File: src/shared/bsr_defines.svh
`ifndef BSR_DEFINES_SVH
`define BSR_DEFINES_SVH

// ****************************************************************
// Register addresses
// ****************************************************************
`define BSR_ADDR_NORMAL   8'h35
`define BSR_ADDR_STANDBY  8'h36
`define BSR_ADDR_SLEEP    8'h37
`define BSR_ADDR_MODE     8'h38
`define BSR_ADDR_CONFIG   8'h39

// ****************************************************************
// Field positions
// ****************************************************************
`define BSR_SP_CODE_HI    5
`define BSR_SP_CODE_LO    0
`define BSR_SP_RANGE      6
`define BSR_MODE_CODE_HI  3
`define BSR_MODE_CODE_LO  0
`define BSR_MODE_SLEEP    5
`define BSR_CFG_ILIM      0
`define BSR_CFG_FREQ_HI   3
`define BSR_CFG_FREQ_LO   2
`define BSR_CFG_PHASE_HI  5
`define BSR_CFG_PHASE_LO  4
`define BSR_CFG_SPEED_HI  7
`define BSR_CFG_SPEED_LO  6

// ****************************************************************
// Reset values
// ****************************************************************
`define BSR_RST_SP_CODE   6'h00
`define BSR_RST_RANGE     1'h0
`define BSR_RST_MODE_CODE 4'h8
`define BSR_RST_SLEEP_BIT 1'h0
`define BSR_RST_FIELD2    2'h0
`define BSR_RST_BIT       1'h0
`define BSR_RD_IDLE       8'h00

// ****************************************************************
// Set-point to voltage mapping, millivolts
// ****************************************************************
`define BSR_MV_W          12
`define BSR_LOW_BASE_MV   12'h190
`define BSR_LOW_STEP_MV   12'h019
`define BSR_HIGH_BASE_MV  12'h320
`define BSR_HIGH_STEP_MV  12'h032
`define BSR_HIGH_MAX_CODE 6'h32

`endif

File: src/shared/bsr_pkg.sv
`include "bsr_defines.svh"

package bsr_pkg;

  // Operating state of the device power sequencer
  typedef enum logic [1:0] {
    bsr_st_normal,
    bsr_st_standby,
    bsr_st_sleep
  } bsr_state_e;

  // One register access from the serial bus transport
  typedef struct packed {
    logic       wr;
    logic       rd;
    logic [7:0] addr;
    logic [7:0] wdata;
  } bsr_req_s;

  // Voltage target handed to the regulator loop
  typedef struct packed {
    logic                 range;
    logic [5:0]           code;
    logic [`BSR_MV_W-1:0] millivolts;
    logic                 reserved;
    logic                 update;
  } bsr_target_s;

  // Static controls of the regulator channel
  typedef struct packed {
    logic [3:0] mode_code;
    logic       sleep_behaviour_bit;
    logic       regulator_on;
    logic       pfm_forced;
    logic       current_limit_select;
    logic [1:0] switching_frequency_select;
    logic [1:0] phase_clock_select;
    logic [1:0] voltage_change_speed;
  } bsr_ctrl_s;

endpackage

File: src/rtl/bsr_buck_two_setpoint_regs.sv
`timescale 1ns/1ps
`include "bsr_defines.svh"


module bsr_buck_two_setpoint_regs
  import bsr_pkg::*;
(
  input  wire logic        clock,
  input  wire logic        rst,
  input  wire bsr_req_s    req,
  input  wire logic        cfg_load,
  input  wire logic        cfg_range,
  input  wire bsr_state_e  op_state,
  output bsr_ctrl_s        ctrl,
  output bsr_target_s      target,
  output logic [7:0]       rd_data,
  output logic             rd_valid,
  output logic             rd_hit
);

  // ****************************************************************
  // Address decode
  // ****************************************************************

  localparam int NUM_SP = 3;

  logic [NUM_SP-1:0] sp_sel;
  logic              mode_sel;
  logic              config_sel;
  logic              any_sel;
  logic [NUM_SP-1:0] sp_wr;
  logic              mode_wr;
  logic              config_wr;

  // Set-point registers sit at consecutive addresses, one per state
  // normal decode
  assign sp_sel[0]  = (req.addr == `BSR_ADDR_NORMAL);
  assign sp_sel[1]  = (req.addr == `BSR_ADDR_STANDBY);
  assign sp_sel[2]  = (req.addr == `BSR_ADDR_SLEEP);
  assign mode_sel   = (req.addr == `BSR_ADDR_MODE);
  assign config_sel = (req.addr == `BSR_ADDR_CONFIG);
  assign any_sel    = (|sp_sel) | mode_sel | config_sel;

  // Write strobes; unmapped addresses simply change nothing
  // bus-only control
  assign sp_wr      = sp_sel & {NUM_SP{req.wr}};
  assign mode_wr    = mode_sel & req.wr;
  assign config_wr  = config_sel & req.wr;

  // ****************************************************************
  // Write data fields
  // ****************************************************************

  logic [5:0] wr_sp_code;
  logic [3:0] wr_mode_code;
  logic       wr_sleep_bit;
  logic       wr_limit_bit;
  logic [1:0] wr_freq;
  logic [1:0] wr_phase;
  logic [1:0] wr_speed;

  // Fields are sliced once here; bits with no storage are never read,
  // so writes to them are dropped without any masking logic
  // unused bits dropped
  assign wr_sp_code   = req.wdata[`BSR_SP_CODE_HI:`BSR_SP_CODE_LO];
  assign wr_mode_code = req.wdata[`BSR_MODE_CODE_HI:`BSR_MODE_CODE_LO];
  assign wr_sleep_bit = req.wdata[`BSR_MODE_SLEEP];
  assign wr_limit_bit = req.wdata[`BSR_CFG_ILIM];
  assign wr_freq      = req.wdata[`BSR_CFG_FREQ_HI:`BSR_CFG_FREQ_LO];
  assign wr_phase     = req.wdata[`BSR_CFG_PHASE_HI:`BSR_CFG_PHASE_LO];
  assign wr_speed     = req.wdata[`BSR_CFG_SPEED_HI:`BSR_CFG_SPEED_LO];

  // ****************************************************************
  // Shared range bit
  // ****************************************************************

  logic range_bit;

  // Range changes only on a configuration load, never on a bus write,
  // so every state shares one range and the target cannot jump ranges
  // load-only range
  always_ff @(posedge clock or posedge rst) begin
    if (rst) begin
      range_bit <= `BSR_RST_RANGE;
    end else if (cfg_load) begin
      range_bit <= cfg_range;
    end
  end

  // ****************************************************************
  // Set-point registers
  // ****************************************************************

  logic [5:0] sp_code [NUM_SP];
  logic [7:0] sp_read [NUM_SP];

  genvar gi;
  generate
    for (gi = 0; gi < NUM_SP; gi++) begin : g_sp
      always_ff @(posedge clock or posedge rst) begin
        if (rst) begin
          sp_code[gi] <= `BSR_RST_SP_CODE;
        end else if (sp_wr[gi]) begin
          sp_code[gi] <= wr_sp_code;
        end
      end

      // Bit 6 mirrors the shared range, bit 7 reads zero
      // each set point mirrors range
      assign sp_read[gi] = {1'b0, range_bit, sp_code[gi]};
    end
  endgenerate

  // ****************************************************************
  // Mode register
  // ****************************************************************

  logic [3:0] mode_code;
  logic       sleep_behaviour_bit;
  logic [7:0] mode_read;

  // Bit 4 and bits 7:6 have no storage at all
  // mode code field
  always_ff @(posedge clock or posedge rst) begin
    if (rst) begin
      mode_code <= `BSR_RST_MODE_CODE;
    end else if (mode_wr) begin
      mode_code <= wr_mode_code;
    end
  end

  // Only acted on while the sequencer sits in sleep
  // sleep behaviour bit
  always_ff @(posedge clock or posedge rst) begin
    if (rst) begin
      sleep_behaviour_bit <= `BSR_RST_SLEEP_BIT;
    end else if (mode_wr) begin
      sleep_behaviour_bit <= wr_sleep_bit;
    end
  end

  assign mode_read = {2'b00, sleep_behaviour_bit, 1'b0, mode_code};

  // ****************************************************************
  // Configuration register
  // ****************************************************************

  logic       current_limit_select;
  logic [1:0] switching_frequency_select;
  logic [1:0] phase_clock_select;
  logic [1:0] voltage_change_speed;
  logic [7:0] config_read;

  // Bit 1 is unused and kept out of storage
  // current limit bit
  always_ff @(posedge clock or posedge rst) begin
    if (rst) begin
      current_limit_select <= `BSR_RST_BIT;
    end else if (config_wr) begin
      current_limit_select <= wr_limit_bit;
    end
  end

  always_ff @(posedge clock or posedge rst) begin
    if (rst) begin
      switching_frequency_select <= `BSR_RST_FIELD2;
    end else if (config_wr) begin
      switching_frequency_select <= wr_freq;
    end
  end

  always_ff @(posedge clock or posedge rst) begin
    if (rst) begin
      phase_clock_select <= `BSR_RST_FIELD2;
    end else if (config_wr) begin
      phase_clock_select <= wr_phase;
    end
  end

  always_ff @(posedge clock or posedge rst) begin
    if (rst) begin
      voltage_change_speed <= `BSR_RST_FIELD2;
    end else if (config_wr) begin
      voltage_change_speed <= wr_speed;
    end
  end

  assign config_read = {voltage_change_speed, phase_clock_select,
                        switching_frequency_select, 1'b0,
                        current_limit_select};

  // ****************************************************************
  // Read path
  // ****************************************************************

  logic [7:0] next_rd_data;

  // Unmapped addresses answer zero with rd_hit low
  assign next_rd_data = sp_sel[0]  ? sp_read[0]  :
                        sp_sel[1]  ? sp_read[1]  :
                        sp_sel[2]  ? sp_read[2]  :
                        mode_sel   ? mode_read   :
                        config_sel ? config_read : `BSR_RD_IDLE;

  // Read data holds until the next read so a slow transport can
  // shift it out bit by bit without a second capture
  always_ff @(posedge clock or posedge rst) begin
    if (rst) begin
      rd_data  <= `BSR_RD_IDLE;
      rd_valid <= 1'b0;
      rd_hit   <= 1'b0;
    end else begin
      rd_valid <= req.rd;
      if (req.rd) begin
        rd_data <= next_rd_data;
        rd_hit  <= any_sel;
      end
    end
  end

  // ****************************************************************
  // Target selection
  // ****************************************************************

  logic [5:0]           sel_code;
  logic [`BSR_MV_W-1:0] sel_mv;
  logic                 sel_reserved;
  logic                 in_sleep;
  logic                 next_update;
  bsr_target_s          next_target;

  // Unknown state codes fall back to the normal set point
  // state selects set point
  assign sel_code = (op_state == bsr_st_standby) ? sp_code[1] :
                    (op_state == bsr_st_sleep)   ? sp_code[2] :
                    sp_code[0];
  assign in_sleep = (op_state == bsr_st_sleep);

  bsr_voltage_map u_map (
    .range      (range_bit),
    .code       (sel_code),
    .millivolts (sel_mv),
    .reserved   (sel_reserved)
  );

  // Pulse when the applied code or range moves, so the ramp logic can
  // start a voltage change at the programmed speed
  assign next_update = (sel_code != target.code) ||
                       (range_bit != target.range);

  assign next_target = '{
    range:      range_bit,
    code:       sel_code,
    millivolts: sel_mv,
    reserved:   sel_reserved,
    update:     next_update
  };

  always_ff @(posedge clock or posedge rst) begin
    if (rst) begin
      target <= '0;
    end else begin
      target <= next_target;
    end
  end

  // ****************************************************************
  // Regulator controls
  // ****************************************************************

  localparam bsr_ctrl_s CTRL_RST = '{
    mode_code:                  `BSR_RST_MODE_CODE,
    sleep_behaviour_bit:        `BSR_RST_SLEEP_BIT,
    regulator_on:               1'b1,
    pfm_forced:                 1'b0,
    current_limit_select:       `BSR_RST_BIT,
    switching_frequency_select: `BSR_RST_FIELD2,
    phase_clock_select:         `BSR_RST_FIELD2,
    voltage_change_speed:       `BSR_RST_FIELD2
  };

  bsr_ctrl_s next_ctrl;
  logic      next_regulator_on;
  logic      next_pfm_forced;

  // In sleep the behaviour bit turns the stage off or forces
  // pulse-frequency mode; outside sleep the mode code governs alone
  // sleep off or pulse-frequency
  assign next_regulator_on = !(in_sleep && !sleep_behaviour_bit);
  assign next_pfm_forced   = in_sleep && sleep_behaviour_bit;

  // The rest are plain copies, re-timed so every port is a flop output
  assign next_ctrl = '{
    mode_code:                  mode_code,
    sleep_behaviour_bit:        sleep_behaviour_bit,
    regulator_on:               next_regulator_on,
    pfm_forced:                 next_pfm_forced,
    current_limit_select:       current_limit_select,
    switching_frequency_select: switching_frequency_select,
    phase_clock_select:         phase_clock_select,
    voltage_change_speed:       voltage_change_speed
  };

  // Stage stays enabled through reset; mode code takes its reset value
  always_ff @(posedge clock or posedge rst) begin
    if (rst) begin
      ctrl <= CTRL_RST;
    end else begin
      ctrl <= next_ctrl;
    end
  end

endmodule

File: src/rtl/bsr_voltage_map.sv
`timescale 1ns/1ps
`include "bsr_defines.svh"

module bsr_voltage_map
  import bsr_pkg::*;
(
  input  wire logic                 range,
  input  wire logic [5:0]           code,
  output wire logic [`BSR_MV_W-1:0] millivolts,
  output wire logic                 reserved
);

  logic [`BSR_MV_W-1:0] code_wide;
  logic [`BSR_MV_W-1:0] low_mv;
  logic [`BSR_MV_W-1:0] high_mv;

  // Both ranges are linear; high range tops out at 3950 mV, fits 12 bits
  assign code_wide = {6'h00, code};
  assign low_mv    = `BSR_LOW_BASE_MV + `BSR_LOW_STEP_MV * code_wide;
  assign high_mv   = `BSR_HIGH_BASE_MV + `BSR_HIGH_STEP_MV * code_wide;

  assign millivolts = range ? high_mv : low_mv;

  assign reserved = range && (code > `BSR_HIGH_MAX_CODE);

endmodule

File: config.mk
export PLATFORM = sky130hd
export DESIGN_NAME = bsr_buck_two_setpoint_regs
export DESIGN_NICKNAME = d
export VERILOG_FILES = /design/src/shared/bsr_pkg.sv /design/src/rtl/bsr_buck_two_setpoint_regs.sv /design/src/rtl/bsr_voltage_map.sv
export VERILOG_INCLUDE_DIRS = /design/src /design/src/shared
export SDC_FILE = /design/constraint.sdc
export NUM_CORES = 1
export LEC_CHECK = 0
export BUFFER_PORTS_ARGS = -buffer_cell sky130_fd_sc_hd__buf_2
export CAP_MARGIN = 20
export CORE_MARGIN = 1.5
export CORE_UTILIZATION = 40
export CTS_CLUSTER_SIZE = 20
export DETAILED_ROUTE_END_ITERATION = 8
export GPL_ROUTABILITY_DRIVEN = 0
export PLACE_DENSITY = 0.63
export SYNTH_ARGS = -nofsm -noshare
export SYNTH_HDL_FRONTEND = slang
export SYNTH_HIERARCHICAL = 1
export SYNTH_SLANG_ARGS = --single-unit
File: constraint.sdc
create_clock -name clock -period 4.6 [get_ports clock]
set_input_delay 0 -clock clock [delete_from_list [all_inputs] [get_ports clock]]
set_output_delay 0 -clock clock [all_outputs]
set_load 0.005 [all_outputs]
==> results of run 1 <==
worst max-delay path: stages (launching register included):
cell,delay (ns)
dfrtp_1,0.38
o22ai_1,0.09
nor2_1,0.44
ha_1,0.37
ha_1,0.31
ha_1,0.29
inv_1,0.06
fa_1,0.56
inv_1,0.05
ha_1,0.23
nor3b_1,0.15
a21o_1,0.17
a211oi_2,0.27
nor2b_1,0.22
a211o_1,0.12
a31oi_1,0.08
state kept, by name, indices dropped and copies added, names as in the netlist, 2 cells and up:
| name | cells |
|---|---|
| ctrl | 14 |
| mode_code | 4 |
| phase_clock_select | 2 |
| rd_data | 8 |
| sp_code | 18 |
| switching_frequency_select | 2 |
| target | 21 |
| voltage_change_speed | 2 |
timing repair:
action,in CTS,in global routing
endpoints found under the hold margin,75,0
gates resized for setup,0,0
hold buffers,12,0
endpoints found under the setup margin,0,0
power by group through the flow:
| stage | clock network (mW) | logic, mW | registers, mW |
|---|---|---|---|
| 3_5_place_dp | 0 | 0.287 | 0.754 |
| 2_1_floorplan | 0 | 0.199 | 0.748 |
| 4_1_cts | 0.455 | 0.298 | 0.741 |
| 6_report | 0.436 | 0.295 | 0.740 |
| 3_3_place_gp | 0 | 0.282 | 0.754 |
| 5_1_grt | 0.482 | 0.338 | 0.747 |
area by class of cell:
| class | count | area [um2] |
|---|---|---|
| tap | 140 | 175.2 |
| fill | 985 | 5664 |
| inverter | 34 | 127.6 |
| clock inverter | 5 | 30.03 |
| multi-input combinational | 256 | 2267 |
| sequential | 76 | 1906 |
| clock buffer | 10 | 127.6 |
| timing repair buffer | 83 | 495.5 |
metal layers:
metal	up-vias	GRT usage [%]	part of all wire, %
li1	1490	-	-
met1	1443	23.10	46
met2	61	28.25	49
met3	16	3.753	3.4
met4	0	6.955	2.0
met5	-	0	0
path summary, 6_finish.rpt:
kind,to,cells past startpoint
max in group asynchronous,ctrl[13],5
setup / recovery,target[13],15
min in group clock,rd_data[5],4
hold reg to reg,ctrl[13],0
hold / removal,range_bit,3
setup reg to reg,target[13],15
layout by cell type, fill, tap and decap left out, types with 12 or more instances in the layout:
cell,count
dlygate4sd3_1,12
a21oi_1,16
mux2_2,26
o21ai_0,16
dfrtp_1,73
nor2_1,18
ha_1,46
nand2_1,12
mux2i_1,14
inv_1,33
buf_2,68
stage by stage:
step	instances	setup slack, ns	area [um2]	utilization (%)	hold slack (ns)
global placement	576	0.6966	4831	44.76	0.2162
detailed placement	576	0.5013	4831	44.76	0.2220
global route	604	0.2937	5129	47.52	0.04526
CTS	603	0.6381	5109	47.33	0.03762
floorplan	380	1.053	4398	-	0.03143
finish	604	0.6449	5129	47.52	0.04449
synth_stat cells, types with 2 or more instances:
| master | n | area share (%) |
|---|---|---|
| a211o_1 | 3 | 0.60 |
| a211oi_1 | 3 | 0.51 |
| a21o_1 | 4 | 0.68 |
| a21oi_1 | 16 | 1.8 |
| and3_1 | 3 | 0.43 |
| buf_2 | 3 | 0.34 |
| buf_4 | 3 | 0.51 |
| buf_6 | 4 | 1.0 |
| clkbuf_1 | 4 | 0.34 |
| dfrtp_1 | 73 | 42 |
| dfstp_2 | 3 | 1.8 |
| fa_1 | 3 | 1.4 |
| ha_1 | 46 | 13 |
| inv_1 | 34 | 2.9 |
| mux2_2 | 26 | 6.7 |
| mux2_4 | 6 | 2.0 |
| mux2i_1 | 14 | 3.2 |
| mux2i_4 | 2 | 1.0 |
| nand2_1 | 12 | 1.0 |
| nand2b_1 | 10 | 1.4 |
| nand3_4 | 3 | 1.2 |
| nand3b_1 | 2 | 0.34 |
| nand4_1 | 4 | 0.57 |
| nor2_1 | 18 | 1.5 |
| nor2b_1 | 2 | 0.28 |
| nor3_1 | 2 | 0.23 |
| nor3b_1 | 2 | 0.34 |
| o2111ai_1 | 3 | 0.60 |
| o21a_1 | 2 | 0.34 |
| o21ai_0 | 16 | 1.8 |
| o22ai_1 | 11 | 1.6 |
| or3_1 | 2 | 0.28 |
| xnor2_1 | 11 | 2.2 |
| xor2_1 | 9 | 1.8 |
kinds of logic (layout without fill, tap and decap cells):
group | after synthesis | in the layout
flops | 76 | 76
simple gates | 69 | 69
compound gates | 68 | 68
fa+ha+maj | 49 | 49
mux | 49 | 49
buf+inv | 48 | 132
xor+xnor | 21 | 21
==> results_dict.tcl, run 1 <==
set metrics [dict create \
    cp_data_arrival_time_ns 4.15 \
    grt_max_degree 46 \
    worstSetupStartpointType "register" \
    syn2layout_area_growth_pct 16.61 \
    ant_nets 0 \
    grt_usage_pct 17.58 \
    synth_fp_nets 453 \
    synth_ff_type "dfrtp_1" \
    ys_seq_area_share_pct 43.33 \
    die_h_um 107.9 \
    wl_per_cell_um 15.61 \
    finalCritPeriodShare_pct 85.98 \
    fin_nets 533 \
    synthCells 380 \
    required_ns 4.79 \
    total_power_mw 1.472 \
    worst_slew_pin_slew_ns 0.8742 \
    io_pins 69 \
    hpwl_um 6949 \
    synth_edf_count 0 \
    maxCapViolCount 0 \
    synthXorXnorAreaFrac_pct 4.353 \
    crit_type "reg2reg" \
    synthAdderAreaFrac_pct 14.45 \
    clock_path_buffers 2 \
    drtIter0Drc 132 \
    endpoint_kind "register" \
    path_max_fanout 7 \
    drive_above_1_share_pct 29.53 \
    p_leak_nw 2.658 \
    ys_warn_count 6 \
    reg2reg_slack_ns 0.64 \
    clock-sinks 76 \
    p_comb_share_pct 20.1 \
    drc_errors 0 \
    hold_viol_final 0 \
    antenna_found_initial 0 \
    internal_power_mw 1.038 \
    crit_start "sp_code[7]" \
    drt_pass1_iterations 4 \
    synthSimpleGateAreaFrac_pct 9.616 \
    synth_top_family_by_area "adder cells" \
    initial_core_util_pct 40.75 \
    vias_per_cell 4.983 \
    grt_pass1_wl_um 15460 \
    fp.dieW_um 107.9 \
    tns_ns 0 \
    core_area_mm2 0.01079 \
    htreeDepth 3 \
    postCtsSetupBuffers 0 \
    cts_root_buf "clkbuf_8" \
    swShare_pct 29.43 \
    synth.cell_area_mm2 0.004398 \
    ys_ff_latch 76 \
    setup_violations 0 \
    synth.distinct_cells 55 \
    grt_pass1_vias 3070 \
    period_needed_ns 3.955 \
    rsz0062_at_grt "no" \
    synth-async-reset-ratio_pct 100.0 \
    cts_tree "built" \
    drv_slew 0 \
    power_density_mw_per_mm2 286.9 \
    path_clk_slew_ns 0.08 \
    outcome "complete, no violations" \
    worstSkewPairLatency_ns 0.35 \
    synthMuxAreaShare_pct 13.17 \
    numCtsBuffers 9 \
    switchingPower_mw 0.4331 \
    ir_worst_vdd_uv 106.1 \
    hp-class "in2async" \
    clock_skew_ns 0.01125 \
    vias 3010 \
    core.rowCount 38 \
    pwr-share-clk_pct 29.6 \
    n_antenna_cell 0 \
    slew-limit-headroom_pct 41.72 \
    syn_avg_cell_area_um2 11.57 \
    fp.dieArea_mm2 0.01163 \
    overflow 0 \
    portBuffers 68 \
    wl_um 9427 \
    synth-compound-area-share_pct 9.957 \
    power_frac_seq_pct 50.3 \
    reg2reg_from "sp_code[7]" \
    max_freq_mhz 252.8 \
]
Note: power is estimated with default switching activity, not from simulation.
==> run 2, diff against run 1 <==
CORE_ASPECT_RATIO = 1.25   (was unset)
==> run 2 against run 1 <==
Effect of this change: global-route usage increased by 0.14 points; count of clock-buffer cells in the layout shrank 1; sequential power about the same; first-iteration DRC count fell by 53%; sequential cell count unchanged; clock power is 76% higher; cell count down 0.99%; critical path depth stayed put; critical endpoint unchanged; largest cell class unchanged.
==> results_dict.tcl, run 2 (synthesis results as in run 1) <==
set metrics [dict create \
    fp.dieW_um 96.79 \
    period_needed_ns 3.952 \
    worstHoldStart "req[14]" \
    hold_viol_final 0 \
    clock_skew_ns 0.01016 \
    largestRegisters "target x21, sp_code x18, ctrl x14" \
    die_h_um 120.2 \
    crit_type "reg2reg" \
    hp-class "in2reg" \
    drtIter0Drc 62 \
    mostFrequentLayoutCells "dfrtp_1 (73), buf_2 (68), ha_1 (46)" \
    finalCritPeriodShare_pct 85.92 \
    regMostFlops "target" \
    cts_root_buf "clkbuf_16" \
    slew-limit-headroom_pct 42.92 \
    nFillCells 998 \
    ant_nets 0 \
    tns_ns 0 \
    drive_above_1_share_pct 30.04 \
    hold_ws_ns 0.07148 \
    worstSkewPairLatency_ns 0.34 \
    clock_path_buffers 2 \
    core_area_mm2 0.01067 \
    design_area_mm2 0.005279 \
    largest_reg_flops 21 \
    drt_pass1_iterations 4 \
    antenna_found_initial 0 \
    cp_common_cell "ha_1" \
    maxCapViolCount 0 \
    overflow 0 \
    vias 3065 \
    post_cts_resized 0 \
    core.rowCount 42 \
    whs_endpoint "rd_data[5]" \
    endpoint_kind "register" \
    path_clk_slew_ns 0.06 \
    total_power_mw 1.806 \
    placed_area_mm2 0.004836 \
    crit_slowest_cell "fa_1" \
    rsz0062_at_grt "no" \
    wl_per_cell_um 16.40 \
    finalNonFillerCells 598 \
    hold_depth 4 \
    cts_tree "built" \
    setup_violations 0 \
    syn2layout_area_growth_pct 20.03 \
    grt_max_degree 63 \
    portBuffers 68 \
    numCtsBuffers 9 \
    fp.dieArea_mm2 0.01164 \
    critPathMaxStageDelay_ns 0.57 \
    dp_cells 570 \
    required_ns 4.86 \
    grt_usage_pct 17.72 \
    grt_pass1_vias 3166 \
    initial_core_util_pct 41.23 \
    drc_errors 0 \
    wl_um 9809 \
    r2r_cells 15 \
    drv_slew 0 \
    worstSetupStartpointType "register" \
    fin_nets 534 \
    outcome "complete, no violations" \
    n_antenna_cell 0 \
    worst_slew_pin_slew_ns 0.8515 \
    clock-sinks 76 \
    r2r-end "target[13]" \
    cp_cell_sequence "o22ai_1, nor2_1, ha_1, ha_1, ha_1, inv_1, fa_1, inv_1, ha_1, nor3b_1, a21o_1, a211oi_2, nor2b_1, o211ai_1, a31oi_1" \
    htreeDepth 3 \
    power_density_mw_per_mm2 342.1 \
    path_buf_inv 2 \
    ir_worst_vdd_uv 187.8 \
    hpwl_um 7283 \
    vias_per_cell 5.125 \
    p_leak_nw 2.734 \
    path_max_fanout 7 \
    io_pins 69 \
    grt_pass1_wl_um 16010 \
    max_freq_mhz 253.0 \
    final_common_cell "dfrtp_1" \
    cpLargestDelayFamily "adder cells" \
    cp_data_arrival_time_ns 4.21 \
    reg2reg_slack_ns 0.65 \
    reg2reg_from "sp_code[7]" \
]
-- run 2: cell types whose count changed in the layout (fill, tap and decap cells not counted) --
cell and delta:
bufinv_16 +2, clkinv_2 -2, clkbuf_1 -1, buf_12 -1, inv_6 +2, clkbuf_8 -9, clkbuf_16 +9, buf_4 +2
-- run 2: what timing repair did --
| action | CTS | global route |
|---|---|---|
| hold buffers | 12 | 0 |
| hold endpoints to repair | 46 | 0 |
| setup endpoints to repair | 0 | 0 |
| buffers inserted | 0 | 0 |
-- run 2: how the worst max path moves through the flow --
stage,startpoint,endpoint,slack (ns),cells after the start
4_1_cts,sp_code[7],target[13],0.66,15
3_3_place_gp,op_state[1],target[13],0.72,17
5_1_grt,sp_code[7],target[13],0.44,15
3_5_place_dp,op_state[1],target[13],0.55,17
6_report,sp_code[7],target[13],0.65,15
2_1_floorplan,sp_code[16],target[13],1.05,13
-- run 2: worst register-to-register path, delay by kind of cell, from the launching register on --
family,cells,cell delay [ns]
AO/OA/AOI/OAI,5,0.86
adder cells (fa/ha/maj),5,1.76
buffers and inverters,2,0.11
flip-flops,1,0.36
AND/OR/NAND/NOR,3,0.78
-- run 2: cell type report --
cell class,count,area [um2],share of cell area [%]
clock buffers,9,225.2,4.266
clock inverters,7,97.59,1.849
inverters,34,127.6,2.418
multi-input cells,256,2267,42.95
flip-flops and latches,76,1906,36.10
well taps,132,165.2,3.129
repair buffers,84,490.5,9.291
-- run 2: power breakdown --
part	leakage [nW]	total [mW]	internal (mW)	switching [mW]
clock network	0.152	0.767	0.478	0.290
logic	1.57	0.298	0.136	0.161
registers	1.01	0.741	0.714	0.0279
total	2.73	1.81	1.33	0.478
-- run 2: metal layers --
| metal | track usage (%) | routed length, um | vias to the layer above |
|---|---|---|---|
| met5 | 0 | 0 | - |
| met4 | 9.058 | 292 | 0 |
| met3 | 3.757 | 343 | 23 |
| met2 | 30.55 | 5030 | 76 |
| met1 | 20.83 | 4144 | 1477 |
| li1 | - | - | 1489 |
-- run 2: stage by stage --
| stage | setup WS (ns) | util, % |
|---|---|---|
| after floorplan | 1.053 | - |
| after global placement | 0.7219 | 45.33 |
| after detailed placement | 0.5505 | 45.33 |
| after CTS | 0.6610 | 49.48 |
| after global routing | 0.4444 | 49.48 |
| final | 0.6476 | 49.48 |
